--- src/common/clock_gen_pkg.sv ---
package clock_gen_pkg;

  // Field widths
  localparam int IDIV_W   = 2;
  localparam int ODIV_W   = 4;
  localparam int MUL_W    = 5;
  localparam int PERIOD_W = 16;
  localparam int ADDR_W   = 2;

  // Register word indices (byte address is four times the index)
  localparam logic [ADDR_W-1:0] CTRL_IDX   = 2'h0;
  localparam logic [ADDR_W-1:0] SYSCFG_IDX = 2'h1;
  localparam logic [ADDR_W-1:0] STATUS_IDX = 2'h2;

  // Control word layout
  localparam int SRC_LSB  = 0;
  localparam int BAND_LSB = 2;
  localparam int IDIV_LSB = 4;
  localparam int ODIV_LSB = 6;
  localparam int MUL_LSB  = 10;

  // System config and status layout
  localparam int HALVE_BIT     = 0;
  localparam int ST_LOCK_BIT   = 0;
  localparam int ST_BAND_BIT   = 1;
  localparam int ST_LOOP_BIT   = 2;
  localparam int ST_PERIOD_LSB = 16;

  // Clock source and band encodings
  typedef enum logic [1:0] {
    SRC_BYPASS_A = 2'b00,
    SRC_BYPASS_B = 2'b01,
    SRC_BYPASS_C = 2'b10,
    SRC_LOOP     = 2'b11
  } clk_src_t;

  typedef enum logic [1:0] {
    BAND_100_150 = 2'b00,
    BAND_150_200 = 2'b01,
    BAND_200_250 = 2'b10,
    BAND_RESERVED = 2'b11
  } vco_band_t;

  // Reset values
  localparam clk_src_t             SRC_RST    = SRC_BYPASS_A;
  localparam vco_band_t            BAND_RST   = BAND_100_150;
  localparam logic [IDIV_W-1:0]    IDIV_RST   = 2'h0;
  localparam logic [ODIV_W-1:0]    ODIV_RST   = 4'h0;
  localparam logic [MUL_W-1:0]     MUL_RST    = 5'h00;
  localparam logic                 HALVE_RST  = 1'b0;
  localparam logic [PERIOD_W-1:0]  PERIOD_RST = 16'h0010;

endpackage

--- src/hdl/tick_divider.sv ---
`timescale 1ns/100ps
module tick_divider
#(
  parameter int W = 4
)
(
  input  wire logic         clock_in,
  input  wire logic         reset_n_in,
  input  wire logic         tick_in,
  input  wire logic [W-1:0] divisor_in,
  output logic              tick_out
);

  typedef struct packed {
    logic [W-1:0] count;
    logic         tick;
  } div_state_t;

  div_state_t st;
  div_state_t next_st;

  // Divide the tick stream by divisor plus one
  always_comb
  begin
    next_st      = st;
    next_st.tick = 1'b0;
    if (tick_in)
    begin
      // Greater-or-equal so a shrinking divisor cannot strand the count
      if (st.count >= divisor_in)
      begin
        next_st.count = '0;
        next_st.tick  = 1'b1;
      end
      else
      begin
        next_st.count = st.count + W'(1);
      end
    end
  end

  always_ff @(posedge clock_in or negedge reset_n_in)
  begin
    if (!reset_n_in)
      st <= '0;
    else
      st <= next_st;
  end

  assign tick_out = st.tick;
endmodule

--- src/hdl/loop_slew.sv ---
`timescale 1ns/100ps
module loop_slew
#(
  parameter int W = 16
)
(
  input  wire logic         clock_in,
  input  wire logic         reset_n_in,
  input  wire logic         ref_tick_in,
  output logic [W-1:0]      period_out,
  output logic              locked_out
);

  typedef struct packed {
    logic [W-1:0] count;
    logic [W-1:0] measured;
    logic [W-1:0] period;
    logic         locked;
  } slew_state_t;

  slew_state_t st;
  slew_state_t next_st;

  // Measure reference period, walk the loop period one step per tick
  always_comb
  begin
    next_st = st;
    if (st.count != '1)
      next_st.count = st.count + W'(1);
    if (ref_tick_in)
    begin
      next_st.count    = W'(1);
      next_st.measured = st.count;
      // Single steps keep the output rate from jumping [RULE_04]
      if (st.period < st.count)
        next_st.period = st.period + W'(1);
      else if (st.period > st.count && st.period > W'(1))
        next_st.period = st.period - W'(1);
    end
    next_st.locked = (next_st.period == next_st.measured);
  end

  always_ff @(posedge clock_in or negedge reset_n_in)
  begin
    if (!reset_n_in)
    begin
      st.count    <= '0;
      st.measured <= '0;
      st.period   <= W'(clock_gen_pkg::PERIOD_RST);
      st.locked   <= 1'b0;
    end
    else
      st <= next_st;
  end

  assign period_out = st.period;
  assign locked_out = st.locked;
endmodule

--- src/hdl/master_clock_pll_config.sv ---
// Design decisions made here: the register addresses and the Avalon-MM interface to the registers.
`timescale 1ns/100ps
// What this block does
// RULE_01: Source select 11 turns the loop on and feeds its output on.
// RULE_02: In loop mode master rate is osc*(mul+1)/((idiv+1)*(odiv+1)).
// RULE_03: The master clock is the VCO output divided by odiv plus one.
// RULE_04: While locking, the master rate moves gradually, never jumps.
// RULE_05: Band 00, 01, 10 pick the three VCO ranges; 11 is reserved. Here band only reads back and flags 11.
// RULE_06: In bypass the master clock is osc/((idiv+1)*(odiv+1)).
// RULE_07: The CPU clock runs at the master rate or at half of it.
// RULE_08: The peripheral system clock runs at the CPU clock rate.
// RULE_09: Software must never write the reserved band encoding.
module master_clock_pll_config
(
  input  wire logic        clock_in,
  input  wire logic        reset_n_in,
  input  wire logic        osc_in,
  input  wire logic [1:0]  address_in,
  input  wire logic        read_in,
  input  wire logic        write_in,
  input  wire logic [31:0] writedata_in,
  input  wire logic [3:0]  byteenable_in,
  output logic [31:0]      readdata_out,
  output logic             waitrequest_out,
  output logic             master_tick_out,
  output logic             cpu_tick_out,
  output logic             sys_tick_out,
  output logic             locked_out
);

  localparam int PW = clock_gen_pkg::PERIOD_W;

  typedef struct packed {
    logic                              osc_q;
    logic                              osc_prev;
    logic                              osc_edge;
    clock_gen_pkg::clk_src_t           src;
    clock_gen_pkg::vco_band_t          band;
    logic [clock_gen_pkg::IDIV_W-1:0]  idiv;
    logic [clock_gen_pkg::ODIV_W-1:0]  odiv;
    logic [clock_gen_pkg::MUL_W-1:0]   mul;
    logic                              halve;
    logic                              loop_en;
    logic                              band_res;
    logic [PW-1:0]                     acc;
    logic                              vco_tick;
    logic                              waitreq;
    logic [31:0]                       rdata;
  } state_t;

  localparam state_t ST_RESET = '{
    osc_q:    1'b0,
    osc_prev: 1'b0,
    osc_edge: 1'b0,
    src:      clock_gen_pkg::SRC_RST,
    band:     clock_gen_pkg::BAND_RST,
    idiv:     clock_gen_pkg::IDIV_RST,
    odiv:     clock_gen_pkg::ODIV_RST,
    mul:      clock_gen_pkg::MUL_RST,
    halve:    clock_gen_pkg::HALVE_RST,
    loop_en:  1'b0,
    band_res: 1'b0,
    acc:      '0,
    vco_tick: 1'b0,
    waitreq:  1'b1,
    rdata:    32'h0000_0000
  };

  state_t         st;
  state_t         next_st;
  logic           ref_tick;
  logic           master_tick;
  logic           cpu_tick;
  logic [PW-1:0]  loop_period;
  logic           loop_locked;
  logic           dco_wrap;

  // Input divider: oscillator edges down to the reference rate
  tick_divider #(.W(clock_gen_pkg::IDIV_W)) u_in_div
  (
    .clock_in   (clock_in),
    .reset_n_in (reset_n_in),
    .tick_in    (st.osc_edge),
    .divisor_in (st.idiv),
    .tick_out   (ref_tick)
  );

  // Loop filter: tracks the reference period with slow steps
  loop_slew #(.W(PW)) u_slew
  (
    .clock_in    (clock_in),
    .reset_n_in  (reset_n_in),
    .ref_tick_in (ref_tick),
    .period_out  (loop_period),
    .locked_out  (loop_locked)
  );

  // Output prescaler after the VCO [RULE_03]
  tick_divider #(.W(clock_gen_pkg::ODIV_W)) u_out_div
  (
    .clock_in   (clock_in),
    .reset_n_in (reset_n_in),
    .tick_in    (st.vco_tick),
    .divisor_in (st.odiv),
    .tick_out   (master_tick)
  );

  // CPU clock: divide by one or two [RULE_07]
  tick_divider #(.W(1)) u_cpu_div
  (
    .clock_in   (clock_in),
    .reset_n_in (reset_n_in),
    .tick_in    (master_tick),
    .divisor_in (st.halve),
    .tick_out   (cpu_tick)
  );

  // Main next-state logic
  always_comb
  begin
    logic [PW:0]   sum;
    logic [PW:0]   rem;
    logic [31:0]   rd_value;
    logic [31:0]   old_word;
    logic [31:0]   new_word;
    logic [31:0]   lane_mask;
    sum       = {1'b0, st.acc} + (PW+1)'(st.mul) + (PW+1)'(1);
    rem       = sum - {1'b0, loop_period};
    rd_value  = 32'h0000_0000;
    old_word  = 32'h0000_0000;
    new_word  = 32'h0000_0000;
    lane_mask = {{8{byteenable_in[3]}}, {8{byteenable_in[2]}},
                 {8{byteenable_in[1]}}, {8{byteenable_in[0]}}};
    dco_wrap  = 1'b0;
    next_st   = st;

    // Oscillator edge; pin is taken as synchronous
    next_st.osc_q    = osc_in;
    next_st.osc_prev = st.osc_q;
    next_st.osc_edge = st.osc_q & ~st.osc_prev;

    // Mode decode
    next_st.loop_en  = (st.src == clock_gen_pkg::SRC_LOOP); // [RULE_01]
    // Flagged only; band 11 has no defined VCO range [RULE_05] [RULE_09]
    next_st.band_res = (st.band == clock_gen_pkg::BAND_RESERVED);

    // Digital VCO: (mul+1) steps per clock against the loop period
    next_st.vco_tick = 1'b0;
    if (!st.loop_en)
    begin
      next_st.acc      = '0;
      next_st.vco_tick = ref_tick; // [RULE_06]
    end
    else if (sum >= {1'b0, loop_period})
    begin
      dco_wrap         = 1'b1;
      next_st.vco_tick = 1'b1; // [RULE_02]
      // At most one tick per clock; faster settings saturate here
      if (rem >= {1'b0, loop_period})
        next_st.acc = '0;
      else
        next_st.acc = rem[PW-1:0];
    end
    else
    begin
      next_st.acc = sum[PW-1:0];
    end

    // Control word image, shared by read and merge
    old_word[clock_gen_pkg::SRC_LSB +: 2]  = st.src;
    old_word[clock_gen_pkg::BAND_LSB +: 2] = st.band;
    old_word[clock_gen_pkg::IDIV_LSB +: clock_gen_pkg::IDIV_W] = st.idiv;
    old_word[clock_gen_pkg::ODIV_LSB +: clock_gen_pkg::ODIV_W] = st.odiv;
    old_word[clock_gen_pkg::MUL_LSB +: clock_gen_pkg::MUL_W]   = st.mul;

    // Read mux; unmapped word reads zero
    unique case (address_in)
      clock_gen_pkg::CTRL_IDX:
        rd_value = old_word;
      clock_gen_pkg::SYSCFG_IDX:
        rd_value[clock_gen_pkg::HALVE_BIT] = st.halve;
      clock_gen_pkg::STATUS_IDX:
      begin
        rd_value[clock_gen_pkg::ST_LOCK_BIT] = loop_locked;
        rd_value[clock_gen_pkg::ST_BAND_BIT] = st.band_res;
        rd_value[clock_gen_pkg::ST_LOOP_BIT] = st.loop_en;
        rd_value[clock_gen_pkg::ST_PERIOD_LSB +: PW] = loop_period;
      end
      default:
        rd_value = 32'h0000_0000;
    endcase

    // Avalon slave: one wait state, then complete
    next_st.waitreq = 1'b1;
    if ((read_in || write_in) && st.waitreq)
    begin
      next_st.waitreq = 1'b0;
      next_st.rdata   = rd_value;
    end
    if (write_in && !st.waitreq)
    begin
      new_word = (old_word & ~lane_mask) | (writedata_in & lane_mask);
      unique case (address_in)
        clock_gen_pkg::CTRL_IDX:
        begin
          next_st.src  = clock_gen_pkg::clk_src_t'(
                           new_word[clock_gen_pkg::SRC_LSB +: 2]);
          next_st.band = clock_gen_pkg::vco_band_t'(
                           new_word[clock_gen_pkg::BAND_LSB +: 2]);
          next_st.idiv =
            new_word[clock_gen_pkg::IDIV_LSB +: clock_gen_pkg::IDIV_W];
          next_st.odiv =
            new_word[clock_gen_pkg::ODIV_LSB +: clock_gen_pkg::ODIV_W];
          next_st.mul  =
            new_word[clock_gen_pkg::MUL_LSB +: clock_gen_pkg::MUL_W];
        end
        clock_gen_pkg::SYSCFG_IDX:
          if (byteenable_in[0])
            next_st.halve = writedata_in[clock_gen_pkg::HALVE_BIT];
        default:
          next_st.halve = st.halve;
      endcase
    end
  end

  always_ff @(posedge clock_in or negedge reset_n_in)
  begin
    if (!reset_n_in)
      st <= ST_RESET;
    else
      st <= next_st;
  end

  // Outputs straight from flops
  assign readdata_out    = st.rdata;
  assign waitrequest_out = st.waitreq;
  assign master_tick_out = master_tick;
  assign cpu_tick_out    = cpu_tick;
  assign sys_tick_out    = cpu_tick; // Same flop as the CPU tick [RULE_08]
  assign locked_out      = loop_locked;
endmodule

--- config.mk ---
export PLATFORM = sky130hd
export DESIGN_NAME = master_clock_pll_config
export DESIGN_NICKNAME = d
export VERILOG_FILES = /design/src/common/clock_gen_pkg.sv /design/src/hdl/tick_divider.sv /design/src/hdl/loop_slew.sv /design/src/hdl/master_clock_pll_config.sv
export SDC_FILE = /design/constraint.sdc
export NUM_CORES = 1
export LEC_CHECK = 0
export BUFFER_PORTS_ARGS = -buffer_cell sky130_fd_sc_hd__buf_2
export CORE_MARGIN = 2
export CORE_UTILIZATION = 45
export CTS_BUF_LIST = sky130_fd_sc_hd__clkbuf_8
export DETAILED_ROUTE_END_ITERATION = 16
export HOLD_SLACK_MARGIN = 0.02
export PLACE_DENSITY = 0.73
export SLEW_MARGIN = 20
export SYNTH_ARGS = -nofsm -noshare
export SYNTH_HDL_FRONTEND = slang
export SYNTH_SLANG_ARGS = --single-unit
--- constraint.sdc ---
create_clock -name clock_in -period 6.9 [get_ports clock_in]
set_input_delay 1.035 -clock clock_in [delete_from_list [all_inputs] [get_ports clock_in]]
set_output_delay 1.035 -clock clock_in [all_outputs]
set_load 0.02 [all_outputs]
**Yosys cells after proc, flatten, opt, wreduce, memory -nomap -nowiden**

Index checks and enable logic that the tools add are counted.

- Bitwise operators: 6
- Multiplexer cells: 22
- Reductions and logical operators: 9
- $lt $le $gt $ge: 8
- Add/subtract/negate cells: 9
- Equal/unequal tests: 6

Operators with widths:

| operator | number |
|---|---|
| $mux W16 | 6 |
| $mux W48 | 1 |
| $ge A17 B16 Y1 | 2 |
| $mux W33 | 1 |
| $add A16 B1 Y16 const B | 2 |
| $and A15 B15 Y15 | 2 |
| $add A16 B5 Y17 | 1 |
| $add A17 B1 Y17 const B | 1 |
| $mux W17 | 1 |
| $sub A17 B16 Y17 | 1 |
| $eq A16 B16 Y1 | 1 |
| $gt A16 B1 Y1 const B | 1 |
| $gt A16 B16 Y1 | 1 |
| $lt A16 B16 Y1 | 1 |
| $ne A16 B16 Y1 const B | 1 |
| $sub A16 B1 Y16 const B | 1 |
| $not A15 Y15 | 1 |
| $or A15 B15 Y15 | 1 |
| $mux W12 | 1 |
| $mux W1 | 8 |
| $eq A2 B2 Y1 const B | 3 |
| $add A4 B1 Y4 const B | 1 |
| $ge A4 B4 Y1 | 1 |
| $mux W4 | 1 |
| 17 further kinds | 19 |

- Bits of input ports: 43
- Output and inout bits: 37
- Register bits after elaboration: 130
- Word-level logic and storage cells: 85

**Depth between registers and ports, before layout**

- Depth after elaboration: 7
- Gate-level depth with buffers: 25
- Depth with buffers taken out: 24

**Cells and area by module**

From an unflattened synthesis, not the netlist that was laid out.

- Cell total of the unflattened synthesis: 888
- Area total of the unflattened synthesis: 8638.3 um2

Modules (own cells, without submodules):

| module | cells an instance | times used | seq. area each (um2) | area an instance (um2) |
|---|---|---|---|---|
| master_clock_pll_config | 495 | 1 | 1752.9 | 4672.0 |
| loop_slew | 338 | 1 | 1227.4 | 3385.7 |
| tick_divider (u_out_div) | 34 | 1 | 125.1 | 330.3 |
| tick_divider (u_in_div) | 15 | 1 | 75.1 | 176.4 |
| tick_divider (u_cpu_div) | 6 | 1 | 50.0 | 73.8 |

**Worst setup path after synthesis**

Ideal clock, no wire load.

- Path type: register to register
- Start point: register with a tool-made name
- End point: register st[48] (netlist bit)
- Library setup time: 68 ps
- Path slack: 2021 ps
- Required time: 6832 ps
- Buffers on the path: 1
- Period minus slack after synthesis: 4879 ps
- Cell stages (with the launch flop): 26
- Arrival: 4811 ps
- Cell sequence: dfrtp_1 > inv_1 > ha_1 > inv_1 > fa_1 > a21o_1 > a21oi_1 > xnor2_1 > ha_1 > a21boi_1 > o21ai_0 > nand2b_1 > a31oi_1 > o21bai_1 > a21oi_1 > xnor2_1 > ha_1 > a21o_1 > a211oi_1 > nand2_1 > o21ai_0 > o21ai_0 > a21oi_1 > and4b_1 > clkbuf_1 > a32o_1

RTL lines:

| element | RTL line | text |
|---|---|---|
| to (signal assigned) | master_clock_pll_config.sv:231 | `st <= next_st;` |
| to (decl) | master_clock_pll_config.sv:69 | `state_t st;` |

==> results.py <==
metrics = {
    "clocking": {
        "cts.root.buffer_cell": "clkbuf_8",
        "post_cts_buffers": 0,
        "cts_hold_buf": 0,
        "clkSlewWorstSetupHoldPaths_ns": 0.08,
        "h-tree-depth": 4,
        "cts.sinks": 129,
        "cts_inserted_buffers": 17,
        "clk_path_buf_depth": 2,
        "cts_tree": "built",
        "clk_latency_ns": 0.45,
        "cts-resized-gates": 0,
    },
    "floorplan": {
        "fp.dieW_um": 139,
        "core_mm2": 0.0180,
        "start_util_pct": 45.9,
        "die_area_mm2": 0.0194,
        "io_pins": 80,
        "chipHeight_um": 139,
        "num_rows": 49,
    },
    "finish": {
        "fill_cells": 1636,
        "fin_area_mm2": 0.00897,
        "antennaDiodeCount": 0,
        "drive_above_1_share_pct": 17.8,
        "area_growth_pct": 8.70,
        "fin_nets": 987,
    },
    "sta": {
        "clock_skew_ns": 0.00869,
        "fin_tns_setup_ns": 0,
        "rsz0062_at_grt": "no",
        "finalSetupViolations": 0,
        "worst_slew_pin_slew_ns": 0.953,
        "fmax_mhz": 176,
        "finalHoldViolations": 0,
        "fin_crit_sh_pct": 82.4,
        "maxSlewHeadroom_pct": 36.5,
        "period_minus_slack_ns": 5.68,
        "maxSlewViolCount": 0,
    },
    "worst_setup_path": {
        "worst-r2r-cell-count": 24,
        "endpoint_kind": "register",
        "startpoint_type": "register",
        "path_buf_inv": 2,
        "worstSetupPathType": "register to register",
        "cp_top_family": "compound AO/OA/AOI/OAI gates",
        "reg2reg_slack_ns": 1.22,
        "crit_arrival_ns": 6.06,
        "crit_path_top_delay_cell": "a21oi_1",
        "reg2reg_to": "st[45]$_DFF_PN0_",
        "worstPathRequired_ns": 7.28,
        "max_stage_delay_ns": 0.54,
        "cp_max_fo": 8,
        "crit_chain": "inv_1 -> ha_1 -> inv_1 -> fa_1 -> a21o_1 -> a21oi_1 -> xnor2_1 -> ha_1 -> a21boi_1 -> o21ai_0 -> nand2b_1 -> a31oi_1 -> o21bai_1 -> a21oi_1 -> xnor2_1 -> ha_1 -> a21o_1 -> a211oi_1 -> nand2_1 -> o21ai_0 -> o21ai_0 -> a21oi_1 -> and4b_1 -> a32o_1",
    },
    "status": {
        "status": "complete, no violations",
    },
    "synth": {
        "synth_area_per_cell_um2": 9.71,
        "yosysUniqueCellTypes": 80,
        "syn_area_mm2": 0.00825,
        "synth_edf_count": 0,
        "synth.most_common_cell": "dfrtp_1",
        "ys_seq_elements": 129,
        "syn_inst": 850,
        "yosysSeqAreaShare_pct": 39.2,
        "synth_ff_type": "dfrtp_1",
        "synthArstFlopShare_pct": 100,
        "ys_warn_count": 0,
        "synthTopCellsByArea": "dfrtp_1 (39%), ha_1 (9.9%), xnor2_1 (4.6%)",
        "synth_top_area_share_pct": 38.5,
        "syn_nets": 960,
        "synth.largest_area_cell": "dfrtp_1",
        "synth_commonest_cells": "dfrtp_1 (127), nand2_1 (99), ha_1 (65)",
    },
    "placement": {
        "place_hpwl_mm": 13.2,
        "placed_area_mm2": 0.00855,
        "routabilityCongestion": 0.930,
        "io_buffers": 59,
    },
    "grt": {
        "grt_pass1_wl_mm": 30.3,
        "overflow": 0,
        "first_global_vias": 5945,
        "grt_max_degree": 77,
        "grtUsageTotal_pct": 19.3,
        "antenna_found_initial": 0,
    },
    "routing": {
        "wl_per_cell_um": 15.9,
        "route.detailed.drc": 0,
        "drt-initial-drc-count": 507,
        "routed_via_density": 5.45,
        "via_count": 6094,
        "drtAntennaViolNets": 0,
        "dr.pass1.iters": 5,
        "wl_mm": 17.8,
    },
    "hold_path": {
        "worstHoldStart": "next_st[69]$_DFF_PN0_",
        "min_to": "st[69]$_DFF_PN0_",
        "hold_path_class": "register to register",
        "hold_depth": 0,
    },
    "flow_run": {
        "max_cap_violations": 0,
    },
    "pwr": {
        "ir_worst_vdd_v": 0.000205,
        "leakagePower_nw": 4.23,
        "power_density_mw_per_mm2": 435,
    },
}
-- per-layer routing --
layer	vias to the layer above	track usage, %	wire, um
met4	0	6.65	324
met3	30	4.65	1000
met1	2867	26.6	8390
met2	183	29.9	8080
li1	3014	-	-
met5	-	0	0
-- layout make-up --
type / instances / area (um2) / share of cell area, %
clock buffer: 17 / 234 / 2.61
clock inverter: 15 / 181 / 2.02
inverter: 56 / 210 / 2.34
multi-input combinational: 607 / 4470 / 49.9
sequential: 129 / 3230 / 36.0
tap: 229 / 287 / 3.19
timing repair buffer: 66 / 354 / 3.95
-- worst reg2reg max path, delay by kind of cell, from the launching register on --
kind                     cells  cell delay, ns
AO/OA/AOI/OAI               13            2.84
adder cells (fa/ha/maj)      4            1.14
AND/OR/NAND/NOR              3            0.70
flip-flops                   1            0.41
XOR/XNOR                     2            0.38
buffers and inverters        2            0.14
-- worst max-delay path by stage --
stage,startpoint,endpoint,cells past startpoint,slack (ns)
CTS,register,st[45]$_DFF_PN0_,24,1.25
floorplan,register,st[48]$_DFF_PN0_,25,2.02
finish,register,st[45]$_DFF_PN0_,24,1.22
global placement,register,st[46]$_DFF_PN0_,24,1.38
global route,register,st[46]$_DFF_PN0_,24,0.62
detailed placement,register,st[45]$_DFF_PN0_,24,1.31
-- per-stage QoR --
stage | hold slack, ns | util, % | power [mW] | instances | worst slack (ns)
finish | 0.380 | 49.9 | 3.90 | 1119 | 1.22
global route | 0.387 | 49.9 | 4.28 | 1119 | 0.616
CTS | 0.384 | 49.9 | 3.91 | 1119 | 1.25
detailed placement | 0.362 | 47.6 | 3.20 | 1087 | 1.31
global placement | 0.359 | 47.6 | 3.17 | 1087 | 1.38
floorplan | 0.347 | - | 2.75 | 850 | 2.02
-- power by group --
part | leakage (nW) | internal (mW) | total (mW) | switching [mW]
registers | 1.71 | 0.914 | 1.11 | 0.201
clock network | 0.207 | 0.361 | 0.686 | 0.325
logic | 2.31 | 0.898 | 2.10 | 1.21
-- layout by cell type, fill, tap and decap left out, types with 4 or more instances in the layout --
| cell | count |
|---|---|
| a211oi_1 | 4 |
| a21boi_1 | 5 |
| a21o_1 | 16 |
| a21oi_1 | 26 |
| a32o_1 | 8 |
| a32oi_1 | 4 |
| and2_1 | 6 |
| and3_1 | 7 |
| buf_2 | 58 |
| buf_4 | 7 |
| clkbuf_8 | 17 |
| dfrtp_1 | 127 |
| ha_1 | 65 |
| inv_1 | 54 |
| inv_6 | 4 |
| mux2_2 | 29 |
| mux2i_1 | 8 |
| nand2_1 | 99 |
| nand2b_1 | 7 |
| nand3_1 | 26 |
| nand4_1 | 16 |
| nand4b_1 | 5 |
| nor2_1 | 46 |
| nor2b_1 | 11 |
| nor3_1 | 12 |
| nor4_1 | 5 |
| o211ai_1 | 5 |
| o21ai_0 | 53 |
| o21bai_1 | 4 |
| o22ai_1 | 5 |
| or3_1 | 5 |
| xnor2_1 | 43 |
| xnor3_4 | 6 |
| xor2_1 | 17 |
-- logic make-up (layout without fill, tap and decap cells) --
kind of cell    count (synthesis)  count (layout)  share of synthesized area (%)
compound gates                168             168                           13.8
simple gates                  264             264                           15.7
xor+xnor                       68              68                           8.84
flops                         129             129                           39.2
other cells                     1               1                         0.0455
fa+ha+maj                      67              67                           10.3
buf+inv                       114             154                           6.78
mux                            39              39                           5.29
Note: power is estimated with default switching activity, not from simulation.
